===== config.mk =====
export PLATFORM = sky130hd
export DESIGN_NAME = lsgm_top
export DESIGN_NICKNAME = d
export VERILOG_FILES = /design/src/rtl/lsgm_tick.v /design/src/rtl/lsgm_top.v
export VERILOG_INCLUDE_DIRS = /design/src /design/src/include
export SDC_FILE = /design/constraint.sdc
export NUM_CORES = 1
export LEC_CHECK = 0
export BUFFER_PORTS_ARGS = -buffer_cell sky130_fd_sc_hd__buf_2
export CELL_PAD_IN_SITES_DETAIL_PLACEMENT = 1
export CELL_PAD_IN_SITES_GLOBAL_PLACEMENT = 2
export CORE_AREA = 2 2 135 137
export CTS_CLUSTER_DIAMETER = 50
export DETAILED_ROUTE_END_ITERATION = 16
export DIE_AREA = 0 0 137 139
export PLACE_DENSITY_LB_ADDON = 0.08
export SYNTH_ARGS = -nofsm -noshare
export SYNTH_HDL_FRONTEND = slang
export SYNTH_HIERARCHICAL = 1
export SYNTH_SLANG_ARGS = --single-unit

===== constraint.sdc =====
create_clock -name ref_clk -period 5.9 [get_ports ref_clk]
set_input_delay 0.59 -clock ref_clk [delete_from_list [all_inputs] [get_ports ref_clk]]
set_output_delay 0.59 -clock ref_clk [all_outputs]
set_load 0.01 [all_outputs]

===== src/include/lsgm_regs.vh =====
// Constants of the low-supply gain manager: modes, states, step limits, timing.
// Assumes a 20 MHz system clock; all periods are timed from a one-second tick.
`ifndef LSGM_REGS_VH
`define LSGM_REGS_VH

// Low-supply schemes
`define LSGM_SCH_SHALLOW   2'h0
`define LSGM_SCH_DEEP      2'h1
`define LSGM_SCH_ADVANCED  2'h2

// Controller states
`define LSGM_ST_RUN        1'h0
`define LSGM_ST_OFF        1'h1

// Memory index of memory A
`define LSGM_MEM_A         3'h0

// Step sizes and limits
`define LSGM_INST_DB       5'h03
`define LSGM_INST_MAX      2'h2
`define LSGM_AVG_MAX       5'h12

// Clock rate and tick period
`define LSGM_CLK_HZ        20000000
`define LSGM_TICK_MS       1000
`define LSGM_TICK_CYC      ((`LSGM_CLK_HZ / 1000) * `LSGM_TICK_MS)

// Periods in seconds, counted in ticks; the low-battery repeat is also given in minutes
`define LSGM_INST_PER_S    5'h1E
`define LSGM_AVG_STEP_S    4'hA
`define LSGM_LOWBAT_MIN    5
`define LSGM_LOWBAT_S      (`LSGM_LOWBAT_MIN * 60)

`endif


===== src/rtl/lsgm_tick.v =====
// One-second tick generator for the low-supply gain manager.
// Assumes one free-running system clock; the tick is a one-cycle pulse.
`timescale 1ns/1ps

module lsgm_tick #(
    parameter TICK_CYC = 20000000
) (
    ref_clk,
    rstn,
    tick_r
);
    input  wire        ref_clk;   // System clock
    input  wire        rstn;      // Asynchronous reset, active low
    output reg         tick_r;    // One-cycle pulse per tick period

    reg  [31:0] cnt_r;            // Cycles elapsed in this period
    wire        wrap;             // Last cycle of the period

    assign wrap = (cnt_r == TICK_CYC - 1);

    // Free-running divider; the tick is registered so it is glitch free
    always @(posedge ref_clk or negedge rstn) begin
        if (!rstn) begin
            cnt_r  <= 32'h0;
            tick_r <= 1'b0;
        end else begin
            cnt_r  <= wrap ? 32'h0 : cnt_r + 32'h1;
            tick_r <= wrap;
        end
    end
endmodule // lsgm_tick


===== src/rtl/lsgm_top.v =====
// Low-supply gain manager: mute, gain reduction, reset and resume control
// driven by supply comparators, plus periodic low-battery indicator requests.
// Assumes all comparator inputs are synchronous, debounced levels.
`timescale 1ns/1ps
`include "lsgm_regs.vh"

module lsgm_top #(
    parameter TICK_CYC = `LSGM_TICK_CYC
) (
    ref_clk,
    rstn,
    scheme,
    inst_above_095,
    inst_above_100,
    inst_above_110,
    avg_above_095,
    avg_above_110,
    supply_above_060,
    above_ramp_down,
    above_shutdown,
    below_lowbat,
    lowbat_en,
    active_mem,
    mute_r,
    out_en_r,
    hw_reset_r,
    reinit_r,
    resume_r,
    resume_mem_r,
    inst_steps_r,
    avg_steps_r,
    atten_db_r,
    lowbat_req_r
);
    input  wire        ref_clk;          // System clock, 20 MHz
    input  wire        rstn;             // Supply-monitor reset, active low
    input  wire [1:0]  scheme;           // Selected low-supply scheme
    input  wire        inst_above_095;   // Instantaneous supply above 0.95 V
    input  wire        inst_above_100;   // Instantaneous supply above 1.0 V
    input  wire        inst_above_110;   // Instantaneous supply above 1.1 V
    input  wire        avg_above_095;    // Average supply above 0.95 V
    input  wire        avg_above_110;    // Average supply above 1.1 V
    input  wire        supply_above_060; // Supply above 0.6 V reset level
    input  wire        above_ramp_down;  // Supply above control-logic ramp-down
    input  wire        above_shutdown;   // Supply above hardware shutdown level
    input  wire        below_lowbat;     // Supply below low-battery threshold
    input  wire        lowbat_en;        // Low-battery indicator enabled
    input  wire [2:0]  active_mem;       // Memory currently in use
    output reg         mute_r;           // Audio muted
    output reg         out_en_r;         // Audio output enabled
    output reg         hw_reset_r;       // Hardware reset held, device off
    output reg         reinit_r;         // Pulse: full reinitialization
    output reg         resume_r;         // Pulse: leave reset, load resume_mem_r
    output reg  [2:0]  resume_mem_r;     // Memory to load on resume
    output reg  [1:0]  inst_steps_r;     // Instantaneous 3 dB steps applied
    output reg  [4:0]  avg_steps_r;      // Average 1 dB steps applied
    output reg  [4:0]  atten_db_r;       // Total attenuation in dB
    output reg         lowbat_req_r;     // Pulse: play low-battery indicator

    // One-second tick shared by every period timer
    wire        tick;                    // One-cycle tick pulse

    // Controller state and its next value
    reg         state_r;                 // Running or held off
    reg         state_nxt;
    reg         deep_dip_r;              // Supply fell under 0.6 V while off
    reg         deep_dip_nxt;
    reg  [2:0]  saved_mem_r;             // Memory in use before reset
    reg  [2:0]  saved_mem_nxt;
    reg         sch_mute_r;              // Shallow/deep low-supply mute latch
    reg         sch_mute_nxt;

    // Instantaneous reduction tracking
    reg  [1:0]  inst_steps_nxt;
    reg         hold_r;                  // Stabilization hold-off active
    reg         hold_nxt;
    reg  [4:0]  inst_sec_r;              // Seconds into hold or period
    reg  [4:0]  inst_sec_nxt;
    reg         ok110_r;                 // Period stayed above 1.1 V so far
    reg         ok110_nxt;
    reg         ok100_r;                 // Period stayed above 1.0 V so far
    reg         ok100_nxt;

    // Average reduction tracking
    reg  [4:0]  avg_steps_nxt;
    reg         avg_mute_r;              // Muted after the last average step
    reg         avg_mute_nxt;
    reg  [3:0]  avg_sec_r;               // Seconds since last average step
    reg  [3:0]  avg_sec_nxt;

    // Low-battery indicator timing
    reg  [8:0]  lb_sec_r;                // Seconds since last request
    reg  [8:0]  lb_sec_nxt;
    reg         lb_act_r;                // Low-battery condition seen
    reg         lb_act_nxt;

    // Registered outputs, next values
    reg         mute_nxt;
    reg         out_en_nxt;
    reg         hw_reset_nxt;
    reg         reinit_nxt;
    reg         resume_nxt;
    reg  [2:0]  resume_mem_nxt;
    reg  [4:0]  atten_nxt;
    reg         lowbat_req_nxt;

    // Decoded scheme and window ends
    wire        is_adv;                  // Advanced scheme selected
    wire        is_deep;                 // Deep scheme selected
    wire        inst_per_end;            // Last tick of a 30 s window
    wire        avg_step_end;            // Last tick of a 10 s window

    // Total attenuation from both step counters
    function [4:0] lsgm_sum_db;
        input [1:0] inst;
        input [4:0] avg;
        begin
            lsgm_sum_db = inst * `LSGM_INST_DB + avg;
        end
    endfunction

    assign is_adv  = (scheme == `LSGM_SCH_ADVANCED);
    assign is_deep = (scheme == `LSGM_SCH_DEEP);
    assign inst_per_end = tick && (inst_sec_r == `LSGM_INST_PER_S - 5'h01);
    assign avg_step_end = tick && (avg_sec_r == `LSGM_AVG_STEP_S - 4'h1);

    lsgm_tick #(
        .TICK_CYC (TICK_CYC)
    ) u_tick (
        .ref_clk  (ref_clk),
        .rstn     (rstn),
        .tick_r   (tick)
    );

    // Reset, mute and resume sequencing for all schemes
    always @* begin
        state_nxt      = state_r;
        deep_dip_nxt   = deep_dip_r;
        saved_mem_nxt  = saved_mem_r;
        sch_mute_nxt   = sch_mute_r;
        reinit_nxt     = 1'b0;
        resume_nxt     = 1'b0;
        resume_mem_nxt = resume_mem_r;
        case (state_r)
            `LSGM_ST_RUN: begin
                // Track the memory so a shallow reset can come back to it
                saved_mem_nxt = active_mem;
                if (is_deep) begin
                    if (!inst_above_095)
                        sch_mute_nxt = 1'b1;
                    if (!supply_above_060) begin
                        state_nxt    = `LSGM_ST_OFF;
                        deep_dip_nxt = 1'b1;
                    end
                end else if (is_adv) begin
                    sch_mute_nxt = 1'b0;
                    if (!above_shutdown) begin
                        state_nxt    = `LSGM_ST_OFF;
                        deep_dip_nxt = !supply_above_060;
                    end
                end else begin
                    if (!inst_above_095)
                        sch_mute_nxt = 1'b1;
                    else if (inst_above_110)
                        sch_mute_nxt = 1'b0;
                    if (!above_ramp_down) begin
                        state_nxt    = `LSGM_ST_OFF;
                        deep_dip_nxt = !supply_above_060;
                    end
                end
            end
            `LSGM_ST_OFF: begin
                // Any dip under 0.6 V while off loses the saved memory
                if (!supply_above_060)
                    deep_dip_nxt = 1'b1;
                if (inst_above_110 && supply_above_060) begin
                    state_nxt    = `LSGM_ST_RUN;
                    sch_mute_nxt = 1'b0;
                    resume_nxt   = 1'b1;
                    deep_dip_nxt = 1'b0;
                    if (deep_dip_r || is_deep) begin
                        reinit_nxt     = 1'b1;
                        resume_mem_nxt = `LSGM_MEM_A;
                    end else begin
                        resume_mem_nxt = saved_mem_r;
                    end
                end
            end
            default: begin
                state_nxt = `LSGM_ST_OFF;
            end
        endcase
    end

    // Instantaneous reductions: steps, hold-off and monitoring windows
    always @* begin
        inst_steps_nxt = inst_steps_r;
        hold_nxt       = hold_r;
        inst_sec_nxt   = inst_sec_r;
        ok110_nxt      = ok110_r;
        ok100_nxt      = ok100_r;
        if (!is_adv || state_r == `LSGM_ST_OFF) begin
            // Other schemes and the off state carry no reductions
            inst_steps_nxt = 2'h0;
            hold_nxt       = 1'b0;
            inst_sec_nxt   = 5'h00;
            ok110_nxt      = 1'b1;
            ok100_nxt      = 1'b1;
        end else if (hold_r) begin
            if (tick)
                inst_sec_nxt = inst_sec_r + 5'h01;
            if (inst_per_end) begin
                hold_nxt     = 1'b0;
                inst_sec_nxt = 5'h00;
                ok110_nxt    = 1'b1;
                ok100_nxt    = 1'b1;
            end
        end else begin
            if (tick)
                inst_sec_nxt = inst_sec_r + 5'h01;
            // Any excursion this period spoils the restore checks
            if (!inst_above_110)
                ok110_nxt = 1'b0;
            if (!inst_above_100)
                ok100_nxt = 1'b0;
            if (!inst_above_095 && avg_above_095 && inst_steps_r < `LSGM_INST_MAX) begin
                inst_steps_nxt = inst_steps_r + 2'h1;
                hold_nxt       = 1'b1;
                inst_sec_nxt   = 5'h00;
            end else if (inst_per_end) begin
                inst_sec_nxt = 5'h00;
                ok110_nxt    = 1'b1;
                ok100_nxt    = 1'b1;
                if (ok110_r && inst_above_110)
                    inst_steps_nxt = 2'h0;
                else if (ok100_r && inst_above_100 && inst_steps_r == `LSGM_INST_MAX)
                    inst_steps_nxt = 2'h1;
            end
        end
    end

    // Average reductions: 1 dB every 10 s down or up; own counter
    always @* begin
        avg_steps_nxt = avg_steps_r;
        avg_mute_nxt  = avg_mute_r;
        avg_sec_nxt   = avg_sec_r;
        if (!is_adv || state_r == `LSGM_ST_OFF) begin
            avg_steps_nxt = 5'h00;
            avg_mute_nxt  = 1'b0;
            avg_sec_nxt   = 4'h0;
        end else if (!avg_above_095) begin
            avg_sec_nxt = avg_step_end ? 4'h0 : avg_sec_r + {3'h0, tick};
            if (avg_step_end && avg_steps_r < `LSGM_AVG_MAX) begin
                avg_steps_nxt = avg_steps_r + 5'h01;
                if (avg_steps_r == `LSGM_AVG_MAX - 5'h01)
                    avg_mute_nxt = 1'b1;
            end
        end else if (avg_above_110) begin
            if (avg_mute_r) begin
                avg_mute_nxt = 1'b0;
                avg_sec_nxt  = 4'h0;
            end else begin
                avg_sec_nxt = avg_step_end ? 4'h0 : avg_sec_r + {3'h0, tick};
                if (avg_step_end && avg_steps_r != 5'h00)
                    avg_steps_nxt = avg_steps_r - 5'h01;
            end
        end else begin
            avg_sec_nxt = 4'h0;
        end
    end

    // Low-battery requests: first on entry, then every five minutes
    always @* begin
        lb_act_nxt     = lb_act_r;
        lb_sec_nxt     = lb_sec_r;
        lowbat_req_nxt = 1'b0;
        if (!lowbat_en || !below_lowbat || state_r == `LSGM_ST_OFF) begin
            // Shutdown or recovery ends the repeats
            lb_act_nxt = 1'b0;
            lb_sec_nxt = 9'h000;
        end else if (!lb_act_r) begin
            lb_act_nxt     = 1'b1;
            lb_sec_nxt     = 9'h000;
            lowbat_req_nxt = 1'b1;
        end else if (tick) begin
            if (lb_sec_r == `LSGM_LOWBAT_S - 1) begin
                lb_sec_nxt     = 9'h000;
                lowbat_req_nxt = 1'b1;
            end else begin
                lb_sec_nxt = lb_sec_r + 9'h001;
            end
        end
    end

    // Output decode from the next state so every output is a flop
    always @* begin
        out_en_nxt   = (state_nxt == `LSGM_ST_RUN);
        hw_reset_nxt = (state_nxt == `LSGM_ST_OFF);
        mute_nxt     = !out_en_nxt || sch_mute_nxt || avg_mute_nxt;
        atten_nxt    = lsgm_sum_db(inst_steps_nxt, avg_steps_nxt);
    end

    // State registers; power-up behaves as a deep dip so memory A loads
    always @(posedge ref_clk or negedge rstn) begin
        if (!rstn) begin
            state_r      <= `LSGM_ST_OFF;
            deep_dip_r   <= 1'b1;
            saved_mem_r  <= `LSGM_MEM_A;
            sch_mute_r   <= 1'b0;
            hold_r       <= 1'b0;
            inst_sec_r   <= 5'h00;
            ok110_r      <= 1'b1;
            ok100_r      <= 1'b1;
            avg_mute_r   <= 1'b0;
            avg_sec_r    <= 4'h0;
            lb_act_r     <= 1'b0;
            lb_sec_r     <= 9'h000;
            mute_r       <= 1'b1;
            out_en_r     <= 1'b0;
            hw_reset_r   <= 1'b1;
            reinit_r     <= 1'b0;
            resume_r     <= 1'b0;
            resume_mem_r <= `LSGM_MEM_A;
            inst_steps_r <= 2'h0;
            avg_steps_r  <= 5'h00;
            atten_db_r   <= 5'h00;
            lowbat_req_r <= 1'b0;
        end else begin
            state_r      <= state_nxt;
            deep_dip_r   <= deep_dip_nxt;
            saved_mem_r  <= saved_mem_nxt;
            sch_mute_r   <= sch_mute_nxt;
            hold_r       <= hold_nxt;
            inst_sec_r   <= inst_sec_nxt;
            ok110_r      <= ok110_nxt;
            ok100_r      <= ok100_nxt;
            avg_mute_r   <= avg_mute_nxt;
            avg_sec_r    <= avg_sec_nxt;
            lb_act_r     <= lb_act_nxt;
            lb_sec_r     <= lb_sec_nxt;
            mute_r       <= mute_nxt;
            out_en_r     <= out_en_nxt;
            hw_reset_r   <= hw_reset_nxt;
            reinit_r     <= reinit_nxt;
            resume_r     <= resume_nxt;
            resume_mem_r <= resume_mem_nxt;
            inst_steps_r <= inst_steps_nxt;
            avg_steps_r  <= avg_steps_nxt;
            atten_db_r   <= atten_nxt;
            lowbat_req_r <= lowbat_req_nxt;
        end
    end
endmodule // lsgm_top


==> flow_metrics.py, run 1 <==
metrics = {
    "run_status": {
        "outcome": "completed",
    },
    "routing": {
        "viasPerCell": 4.85,
        "drcViolationCount": 0,
        "dr.pass1.iters": 4,
        "drt-total-wl_microns": 11600,
        "via_count": 3349,
        "detail_route.iter0.violations": 79,
        "wire_per_inst_microns": 16.8,
        "detail-route-antenna-nets": 0,
    },
    "power": {
        "power_density_mw_per_mm2": 239,
        "p_leak_uw": 0.00216,
        "peakVddDrop_uv": 125,
    },
    "synth": {
        "synth.top_cell.area_share_pct": 44.6,
        "synth_compound_area_share_pct": 9.81,
        "ys_seq_area_share_pct": 47.6,
        "synth-xor-area-share_pct": 7.50,
        "yosys.cell_types.count": 65,
        "synth_edf_count": 0,
        "avgSynthCellArea_sq_um": 10.2,
        "synthSimpleGateAreaFrac_pct": 25.0,
        "syn_nets": 459,
        "synth_top_family_by_area": "simple AND/OR/NAND/NOR gates",
        "syn_area_sq_mm": 0.00432,
        "synthArstFlopShare_pct": 100,
        "synthCells": 424,
        "synth_area_leader_cell": "dfrtp_1",
        "synth-main-ff-cell": "dfrtp_1",
        "synthAdderAreaFrac_pct": 5.39,
        "yosysMostFrequentCell": "dfrtp_1",
        "synth_seq_cells": 82,
        "synth_common_cells": "dfrtp_1 (77), nor2_1 (42), nand2_1 (33)",
        "synth_warnings": 6,
        "synth.area.mux_share_pct": 1.74,
        "yosys-top-cells-area": "dfrtp_1 (45%), ha_1 (4.9%), xnor2_1 (4.3%)",
    },
    "floorplan": {
        "coreArea_sq_mm": 0.0177,
        "ios": 38,
        "die_w_microns": 137,
        "dieHeight_microns": 139,
        "rows": 49,
        "initial_core_util_pct": 24.5,
        "die-area_sq_mm": 0.0190,
    },
    "worst_hold_path": {
        "worstHoldPathType": "primary input to async pin",
    },
    "layout": {
        "syn_to_final_growth_pct": 15.4,
        "fill_cells": 2028,
        "final_cells": 691,
        "final_cell_area_sq_mm": 0.00499,
        "n_antenna_cell": 0,
        "drive_gt1_share_pct": 14.7,
        "nNetsFinal": 492,
    },
    "clocking": {
        "hold_buffers": 0,
        "cts.sink_count": 82,
        "cts_made_buffers": 9,
        "cts.repair.resized": 0,
        "clk_path_buf_depth": 2,
        "cts_setup_buffers": 0,
        "clock_latency_ps": 340,
        "cts-root-buf": "clkbuf_16",
        "tritoncts": "done",
        "clk_pin_slew_worst_paths_ps": 60,
        "cts_htree_levels": 3,
    },
    "sta": {
        "whs_ps": 127,
        "max_freq_ghz": 0.327,
        "fin_skew_ps": 6.63,
        "tns_ps": 0,
        "drv_slew": 0,
        "post-route-period-util_pct": 51.9,
        "rsz0062_at_grt": "no",
        "setup-violations-final": 0,
        "hold_violations": 0,
        "fin_crit_ps": 3060,
        "slew_headroom_pct": 36.3,
        "worst_slack_ps": 2840,
        "worst_pin_slew_ps": 953,
    },
    "global_route": {
        "overflow": 0,
        "track_usage_pct": 13.3,
        "grt_pass1_wl_microns": 19900,
        "antenna_found_initial": 0,
        "grt_pass1_vias": 3623,
        "grt_start_max_net_pins": 62,
    },
    "critical_path": {
        "worstSetupPathType": "register to register",
        "crit_path_end_kind": "register",
        "required_ps": 6170,
        "crit_fanout": 8,
        "worstSetupStartpointType": "register",
        "r2r.worst_path.cells": 13,
        "cp_data_arrival_time_ps": 3330,
    },
    "placed_design": {
        "portBuffers": 37,
        "pre_cts_ws_ps": 2620,
        "placed_area_sq_mm": 0.00471,
        "place.gp.congestion": 0.754,
        "dp_hpwl_microns": 8360,
        "placedCellCount": 675,
    },
    "job": {
        "max_cap_violations": 0,
    },
}
[critical path, stage by stage, from the launching register on]
cell,delay [ps]
dfrtp_1,460
inv_1,120
ha_1,220
nor4b_1,160
nor3b_1,420
o21ai_0,190
nand2_1,100
a31oi_1,110
ha_1,230
o21bai_1,200
ha_1,320
a21o_1,180
a21oi_1,170
xnor2_1,130
[per-layer routing]
metal	share of wire [%]	up-vias	track usage, %	wire length (microns)
met5	0	-	0	0
met1	47	1703	17.4	5480
li1	-	1601	-	-
met3	2.6	12	3.22	305
met2	49	33	21.7	5670
met4	1.4	0	4.12	168
[report_power, final]
part	switching (uW)	total, uW	internal [uW]
registers	12.8	595	582
logic	41.8	69.5	27.8
clock network	235	530	295
[layout by cell type, fill, tap and decap left out, types with 4 or more instances in the layout]
cell type  count
a31oi_1        7
inv_1         10
mux2_1         4
nor3_1         9
nand2_1       33
o31a_1         4
nor4_1         6
and3_1         8
clkbuf_16      9
nand4_1       20
xnor2_1       21
nor2_1        42
dfrtp_1       77
xor2_1        16
dfstp_2        5
nand2b_1       7
ha_1          17
nor4b_1        6
o21ai_0       15
buf_2         36
nand3_1       27
a21oi_1        6
o21ai_1        8
[layout make-up]
type,count,area [sq um],share of cell area [%]
Multi-Input combinational cell,316,2140,42.8
Inverter,10,37.5,0.753
Clock inverter,5,30.0,0.602
Clock buffer,11,243,4.87
Sequential cell,82,2060,41.3
Tap cell,229,287,5.75
Timing Repair Buffer,38,195,3.91
[final timing paths]
path | start | slack, ps | endpoint
worst min register to register | lb_act_r$_DFF_PN0_ | 480 | lowbat_req_r$_DFF_PN0_
worst max register to register | avg_steps_r[1]$_DFF_PN0_ | 2840 | atten_db_r[4]$_DFF_PN0_
worst min-delay path | rstn | 130 | lb_sec_r[5]$_DFFE_PN0P_
max in group asynchronous | rstn | 4650 | u_tick/cnt_r[31]$_DFF_PN0_
worst max-delay path | avg_steps_r[1]$_DFF_PN0_ | 2840 | atten_db_r[4]$_DFF_PN0_
min in group ref_clk | supply_above_060 | 410 | deep_dip_r$_DFFE_PN1P_
[through the flow]
| step | utilization (%) | power, uW |
|---|---|---|
| 2_1_floorplan | - | 637 |
| 4_1_cts | 28.2 | 1230 |
| 3_5_place_dp | 26.7 | 679 |
| 3_3_place_gp | 26.7 | 679 |
| 5_1_grt | 28.2 | 1260 |
| 6_report | 28.2 | 1190 |
[kinds of logic after synthesis]
family                   after synthesis
flip-flops                            82
AO/OA/AOI/OAI                         64
AND/OR/NAND/NOR                      190
XOR/XNOR                              37
buffers and inverters                 26
adder cells (fa/ha/maj)               18
multiplexers                           7
[registers in the layout (all words and copies together) (netlist names)]
name           cells
atten_db_r         5
reinit_r           1
avg_steps_r        5
resume_r           1
u_tick/tick_r      1
hold_r             1
state_r            1
lowbat_req_r       1
ok100_r            1
saved_mem_r        3
sch_mute_r         1
u_tick/cnt_r      32
lb_act_r           1
inst_steps_r       2
deep_dip_r         1
avg_mute_r         1
resume_mem_r       3
avg_sec_r          4
lb_sec_r           9
out_en_r           1
inst_sec_r         5
ok110_r            1
mute_r             1
(Power assumes the default switching activity.)
==> run 2, diff against run 1 <==
--- a/config.mk
+++ b/config.mk
@@ -6,13 +6,14 @@
 export SDC_FILE = /design/constraint.sdc
 export NUM_CORES = 1
 export LEC_CHECK = 0
+export ABC_AREA = 1
 export BUFFER_PORTS_ARGS = -buffer_cell sky130_fd_sc_hd__buf_2
 export CELL_PAD_IN_SITES_DETAIL_PLACEMENT = 1
 export CELL_PAD_IN_SITES_GLOBAL_PLACEMENT = 2
-export CORE_AREA = 2 2 135 137
+export CORE_AREA = 2 2 139 141
 export CTS_CLUSTER_DIAMETER = 50
 export DETAILED_ROUTE_END_ITERATION = 16
-export DIE_AREA = 0 0 137 139
+export DIE_AREA = 0 0 141 143
 export PLACE_DENSITY_LB_ADDON = 0.08
 export SYNTH_ARGS = -nofsm -noshare
 export SYNTH_HDL_FRONTEND = slang
==> constraint.sdc (replaced) <==
create_clock -name ref_clk -period 3.2 [get_ports ref_clk]
set_input_delay 0.32 -clock ref_clk [delete_from_list [all_inputs] [get_ports ref_clk]]
set_output_delay 0.32 -clock ref_clk [all_outputs]
set_load 0.01 [all_outputs]
==> run 2 against run 1 <==
  * Hold slack worse by 100 ps
  * Register-to-register slack worse by 2300 ps
  * Sequential cell count stayed put
  * Largest power group is now the clock network
  * Clock power is 110% higher
  * Clock skew is 2.3 ps higher
  * Highest routed layer unchanged
  * Critical endpoint unchanged
==> flow_metrics.py, run 2 <==
metrics = {
    "clocking": {
        "hold_buffers": 0,
        "clock_latency_ps": 350,
        "tritoncts": "done",
        "clk_pin_slew_worst_paths_ps": 70,
        "cts-root-buf": "clkbuf_16",
        "cts_setup_buffers": 0,
        "cts.sink_count": 82,
        "cts.repair.resized": 0,
        "clk_path_buf_depth": 2,
        "cts_htree_levels": 3,
        "cts_made_buffers": 9,
    },
    "synth": {
        "synth_compound_area_share_pct": 5.04,
        "synthCells": 605,
        "yosysMostFrequentCell": "nand2_1",
        "syn_area_sq_mm": 0.00459,
        "avgSynthCellArea_sq_um": 7.59,
        "synth-xor-area-share_pct": 3.81,
        "synthSimpleGateAreaFrac_pct": 33.2,
        "synth.area.mux_share_pct": 0,
        "synth-main-ff-cell": "dfrtp_1",
        "syn_nets": 640,
        "synth_top_family_by_area": "simple AND/OR/NAND/NOR gates",
        "synth.top_cell.area_share_pct": 42.0,
        "synth_edf_count": 0,
        "synth_area_leader_cell": "dfrtp_1",
        "synthArstFlopShare_pct": 100,
        "synth_common_cells": "nand2_1 (157), nor2_1 (101), inv_1 (86)",
        "synthAdderAreaFrac_pct": 5.07,
        "yosys-top-cells-area": "dfrtp_1 (42%), nand2_1 (13%), nor2_1 (8.3%)",
        "synth_seq_cells": 82,
        "yosys.cell_types.count": 31,
        "synth_warnings": 6,
        "ys_seq_area_share_pct": 44.8,
    },
    "placed_design": {
        "dp_hpwl_microns": 9640,
        "place.gp.congestion": 0.766,
        "portBuffers": 37,
        "placed_area_sq_mm": 0.00509,
    },
    "power": {
        "peakVddDrop_uv": 246,
        "power_uw": 2360,
        "power_density_mw_per_mm2": 438,
        "p_leak_uw": 0.00265,
    },
    "global_route": {
        "grt_pass1_wl_microns": 21600,
        "antenna_found_initial": 0,
        "grt_pass1_vias": 4259,
        "grt_start_max_net_pins": 50,
        "track_usage_pct": 13.6,
        "overflow": 0,
    },
    "routing": {
        "drcViolationCount": 0,
        "viasPerCell": 4.40,
        "detail-route-antenna-nets": 0,
        "drt-total-wl_microns": 12600,
        "via_count": 3921,
        "dr.pass1.iters": 4,
        "wire_per_inst_microns": 14.1,
        "detail_route.iter0.violations": 117,
    },
    "floorplan": {
        "ios": 38,
        "die_w_microns": 141,
        "initial_core_util_pct": 24.7,
        "coreArea_sq_mm": 0.0186,
        "rows": 50,
        "dieHeight_microns": 143,
        "die-area_sq_mm": 0.0202,
    },
    "sta": {
        "max_freq_ghz": 0.381,
        "tns_ps": 0,
        "post-route-period-util_pct": 81.9,
        "hold_violations": 0,
        "rsz0062_at_grt": "no",
        "worst_pin_slew_ps": 696,
        "fin_crit_ps": 2620,
        "setup-violations-final": 0,
        "fin_skew_ps": 8.94,
        "drv_slew": 0,
        "slew_headroom_pct": 53.6,
    },
    "layout": {
        "syn_to_final_growth_pct": 17.5,
        "layout_common_cells": "nand2_1 (157), nor2_1 (101), inv_1 (86), dfrtp_1 (77), nand3_1 (37)",
        "largest_register": "u_tick/cnt_r",
        "final_cell_area_sq_mm": 0.00540,
        "final_common_cell": "nand2_1",
        "reg_top3": "u_tick/cnt_r x32, lb_sec_r x9",
        "n_antenna_cell": 0,
        "largest_reg_flops": 32,
        "nNetsFinal": 688,
        "drive_gt1_share_pct": 14.6,
    },
    "critical_path": {
        "r2r.worst_path.cells": 14,
        "worstSetupPathType": "register to register",
        "r2r-end": "atten_db_r[4]$_DFF_PN0_",
        "worstSetupStartpointType": "register",
        "rr_startpoint": "u_tick/tick_r$_DFF_PN0_",
        "crit_fanout": 10,
        "crit_path_end_kind": "register",
        "regToRegSetupSlack_ps": 580,
        "cp_data_arrival_time_ps": 2860,
        "required_ps": 3430,
    },
    "run_status": {
        "outcome": "completed",
    },
    "worst_hold_path": {
        "worstHoldPathType": "primary input to async pin",
    },
    "job": {
        "max_cap_violations": 0,
    },
}
## run 2: cell count changes after synthesis, sizes merged, moves of 10 or more
| cell | previous run | this run |
|---|---|---|
| nor2 | 43 | 114 |
| nand4 | 21 | 11 |
| a21oi | 6 | 16 |
| nand3 | 28 | 40 |
| inv | 10 | 95 |
| nand2 | 33 | 164 |
| xnor2 | 21 | 6 |
## run 2: critical path, cell delays in order (launching register included)
cell and delay (ps):
dfrtp_1 570, nand3_2 170, nor2_4 180, nand3_2 120, inv_2 90, nand3_1 90
nand3_1 80, nand2_1 50, nor2_1 140, ha_1 290, ha_1 300, a31oi_1 240
inv_1 70, nand2_1 60, nand2_1 50
## run 2: report_power, final
part / internal [uW] / leakage [uW] / total, uW / switching (uW)
Combinational: 50.0 / 0.00140 / 151 / 101
Sequential: 1080 / 0.00110 / 1100 / 20.2
Clock: 621 / 0.000149 / 1110 / 493
## run 2: worst max path at each step
stage	to	depth (start not counted)	from	slack, ps
6_report	atten_db_r[4]$_DFF_PN0_	14	u_tick/tick_r$_DFF_PN0_	580
5_1_grt	atten_db_r[4]$_DFF_PN0_	21	inst_sec_r[1]$_DFF_PN0_	270
4_1_cts	atten_db_r[3]$_DFF_PN0_	15	inst_sec_r[1]$_DFF_PN0_	540
3_5_place_dp	atten_db_r[3]$_DFF_PN0_	15	inst_sec_r[1]$_DFF_PN0_	560
3_3_place_gp	atten_db_r[3]$_DFF_PN0_	15	inst_sec_r[1]$_DFF_PN0_	630
2_1_floorplan	atten_db_r[3]$_DFF_PN0_	15	inst_sec_r[1]$_DFF_PN0_	840
## run 2: layout make-up
| class | count | area [sq um] |
|---|---|---|
| timing repair buffer | 39 | 215 |
| fill | 2259 | 13200 |
| clock inverter | 7 | 83.8 |
| inverter | 95 | 357 |
| sequential | 82 | 2060 |
| tap | 234 | 293 |
| clock buffer | 9 | 225 |
| multi-input combinational | 426 | 2170 |
## run 2: cell families after synthesis
logic type,after synthesis
flip-flops,82
XOR/XNOR,20
AND/OR/NAND/NOR,346
buffers and inverters,97
adder cells (fa/ha/maj),18
AO/OA/AOI/OAI,42
## run 2: metal layers
layer  share of wire [%]  up-vias  global-route usage (%)
met3                 2.6       12                    2.65
met4                 1.3        0                    3.95
met5                   0        -                       0
met2                  50       40                    24.0
met1                  46     1890                    16.9
li1                    -     1979                       -
## run 2: metrics by stage
step	hold slack, ps	util, %	std cells	setup slack [ps]
global placement	432	27.4	876	627
floorplan	24.4	-	605	839
global route	73.7	29.1	892	270
CTS	51.6	29.1	892	537
detailed placement	440	27.4	876	560
finish	26.9	29.1	892	578
==> run 3, diff against run 2 <==
--- a/config.mk
+++ b/config.mk
@@ -6,14 +6,14 @@
 export SDC_FILE = /design/constraint.sdc
 export NUM_CORES = 1
 export LEC_CHECK = 0
-export ABC_AREA = 1
+export ABC_AREA = 0
 export BUFFER_PORTS_ARGS = -buffer_cell sky130_fd_sc_hd__buf_2
 export CELL_PAD_IN_SITES_DETAIL_PLACEMENT = 1
 export CELL_PAD_IN_SITES_GLOBAL_PLACEMENT = 2
-export CORE_AREA = 2 2 139 141
+export CORE_AREA = 2 2 135 137
 export CTS_CLUSTER_DIAMETER = 50
 export DETAILED_ROUTE_END_ITERATION = 16
-export DIE_AREA = 0 0 141 143
+export DIE_AREA = 0 0 137 139
 export PLACE_DENSITY_LB_ADDON = 0.08
 export SYNTH_ARGS = -nofsm -noshare
 export SYNTH_HDL_FRONTEND = slang
==> constraint.sdc (replaced) <==
create_clock -name ref_clk -period 2.2 [get_ports ref_clk]
set_input_delay 0.22 -clock ref_clk [delete_from_list [all_inputs] [get_ports ref_clk]]
set_output_delay 0.22 -clock ref_clk [all_outputs]
set_load 0.01 [all_outputs]
==> run 3 against run 2 <==
  * The flow now finishes with violations (setup timing)
  * Non-clock buffer count up 68
  * Register-to-register slack worse by 1100 ps
  * Clock-buffer cell count up 3
  * Sequential cell count unchanged
  * Critical path depth unchanged
  * Worst setup slack worse by 1100 ps
  * First-iteration DRC count up 50%
  * Combinational power up 64%
  * Critical path type unchanged
  * Largest cell class unchanged
==> flow_metrics.py, run 3 (synthesized netlist as in run 1, its figures left out) <==
metrics = {
    "global_route": {
        "grt_pass1_vias": 3894,
        "grt_start_max_net_pins": 36,
        "met1_usage_pct": 18.4,
        "grtUsageMet2_pct": 22.5,
        "gr-usage-met3_pct": 2.74,
        "antenna_found_initial": 0,
        "overflow": 0,
        "track_usage_pct": 13.8,
        "grt_pass1_wl_microns": 20600,
        "grt.busiest_layer": "met2",
    },
    "power": {
        "power_frac_clock_pct": 46.0,
        "p_int_uw": 2580,
        "p_comb_share_pct": 7.3,
        "p_leak_uw": 0.00254,
        "p_sw_share_pct": 23.8,
        "peakVddDrop_uv": 343,
        "p_seq_share_pct": 46.7,
        "power_switching_uw": 806,
        "power_density_mw_per_mm2": 599,
    },
    "sta": {
        "drv_slew": 0,
        "max_freq_ghz": 0.373,
        "whs_ps": 52.4,
        "tns_ps": -1270,
        "rsz0062_at_grt": "yes",
        "fin_skew_ps": 7.66,
        "hold_violations": 0,
        "fin_crit_ps": 2680,
        "worst_pin_slew_ps": 525,
        "slew_headroom_pct": 64.7,
        "setup-violations-final": 3,
        "worst_slack_ps": -482,
        "post-route-period-util_pct": 122,
    },
    "layout": {
        "final_cells": 760,
        "largest_reg_flops": 32,
        "fill_cells": 2012,
        "reg_top3": "u_tick/cnt_r x32, lb_sec_r x9",
        "drive_gt1_share_pct": 29.0,
        "layout_common_cells": "dfrtp_1 (75), buf_4 (69), nor2_1 (41), buf_2 (36), nand2_1 (33)",
        "fin_util_pct": 32.1,
        "largest_register": "u_tick/cnt_r",
        "final_common_cell": "dfrtp_1",
        "syn_to_final_growth_pct": 30.9,
        "n_antenna_cell": 0,
        "final-seq-area_sq_mm": 0.00206,
        "multi_input_area_sq_mm": 0.00225,
        "nNetsFinal": 561,
    },
    "routing": {
        "via_count": 3550,
        "detail-route-antenna-nets": 0,
        "drcViolationCount": 0,
        "drt-total-wl_microns": 12100,
        "detail_route.iter0.violations": 175,
        "wire_per_inst_microns": 15.9,
        "dr.pass1.iters": 4,
        "viasPerCell": 4.67,
    },
    "floorplan": {
        "initial_core_util_pct": 24.5,
        "die-area_sq_mm": 0.0190,
        "dieHeight_microns": 139,
        "coreArea_sq_mm": 0.0177,
        "die_w_microns": 137,
        "ios": 38,
        "rows": 49,
    },
    "run_status": {
        "outcome": "finished, violations left",
        "failed_checks": "setup timing",
    },
    "critical_path": {
        "regToRegSetupSlack_ps": -480,
        "rr_startpoint": "inst_sec_r[1]$_DFF_PN0_",
        "worstSetupStartpointType": "register",
        "crit_fanout": 2,
        "cp_data_arrival_time_ps": 2940,
        "crit_path_end_kind": "register",
        "critPathCapture": "atten_db_r[4]$_DFF_PN0_",
        "required_ps": 2460,
        "worstSetupPathType": "register to register",
        "r2r.worst_path.cells": 14,
        "r2r-end": "atten_db_r[4]$_DFF_PN0_",
        "startpoint": "inst_sec_r[1]$_DFF_PN0_",
    },
    "clocking": {
        "cts-root-buf": "clkbuf_16",
        "clock_latency_ps": 350,
        "clk_pin_slew_worst_paths_ps": 60,
        "cts_htree_levels": 3,
        "cts.sink_count": 82,
        "tritoncts": "done",
        "clk_path_buf_depth": 2,
        "cts_made_buffers": 9,
    },
    "placed_design": {
        "placedCellCount": 742,
        "place.gp.congestion": 0.769,
        "portBuffers": 37,
        "pre_cts_ws_ps": -474,
        "dp_hpwl_microns": 9330,
    },
    "job": {
        "max_cap_violations": 0,
    },
    "worst_hold_path": {
        "worstHoldPathType": "primary input to register",
    },
}
==> run 3: power groups by stage <==
stage	combinational [uW]	sequential [uW]	clock, uW
finish	247	1580	1560
global route	279	1590	1690
CTS	254	1580	1620
detailed placement	250	1610	0
global placement	248	1610	0
floorplan	92.3	1620	0
==> run 3: critical path, cell delays in order, from the launching register on <==
cell,delay [ps]
dfrtp_1,370
inv_1,50
ha_1,140
and3_4,180
nand4b_1,110
buf_4,180
o21ai_4,130
o311ai_4,120
mux2i_1,150
ha_1,190
o21bai_2,200
ha_1,290
a21o_1,190
a21oi_2,150
xnor2_1,140
==> run 3: area by class of cell <==
cell class              count  area share [%]
inverters                  10           0.663
clock inverters             4           0.929
clock buffers              12            4.36
flip-flops and latches     82            36.4
repair buffers            107            12.9
multi-input cells         316            39.7
well taps                 229            5.06
==> run 3: how the worst min path moves through the flow <==
stage,startpoint,endpoint,cells past startpoint
2_1_floorplan,rstn,atten_db_r[0]$_DFF_PN0_,0
3_3_place_gp,rstn,lb_sec_r[3]$_DFFE_PN0P_,1
3_5_place_dp,rstn,lb_sec_r[6]$_DFFE_PN0P_,1
4_1_cts,supply_above_060,deep_dip_r$_DFFE_PN1P_,2
5_1_grt,supply_above_060,deep_dip_r$_DFFE_PN1P_,2
6_report,supply_above_060,deep_dip_r$_DFFE_PN1P_,2
==> run 3: timing repair <==
action | in CTS | in global routing
buffers inserted | 1 | 0
hold endpoints to repair | 27 | 0
pin swaps | 0 | 1
hold buffers | 1 | 0
gates resized for setup | 4 | 4
setup endpoints to repair | 4 | 5
==> run 3: layer usage <==
layer	up-vias	wire length, microns
li1	1742	-
met1	1766	5780
met2	29	5890
met3	13	261
met4	0	174
met5	-	0
==> run 3: metrics by stage <==
| stage | total power, uW | cell area, sq um |
|---|---|---|
| 2_1_floorplan | 1710 | 4400 |
| 3_3_place_gp | 1860 | 5300 |
| 3_5_place_dp | 1860 | 5300 |
| 4_1_cts | 3460 | 5640 |
| 5_1_grt | 3550 | 5660 |
| 6_report | 3390 | 5660 |
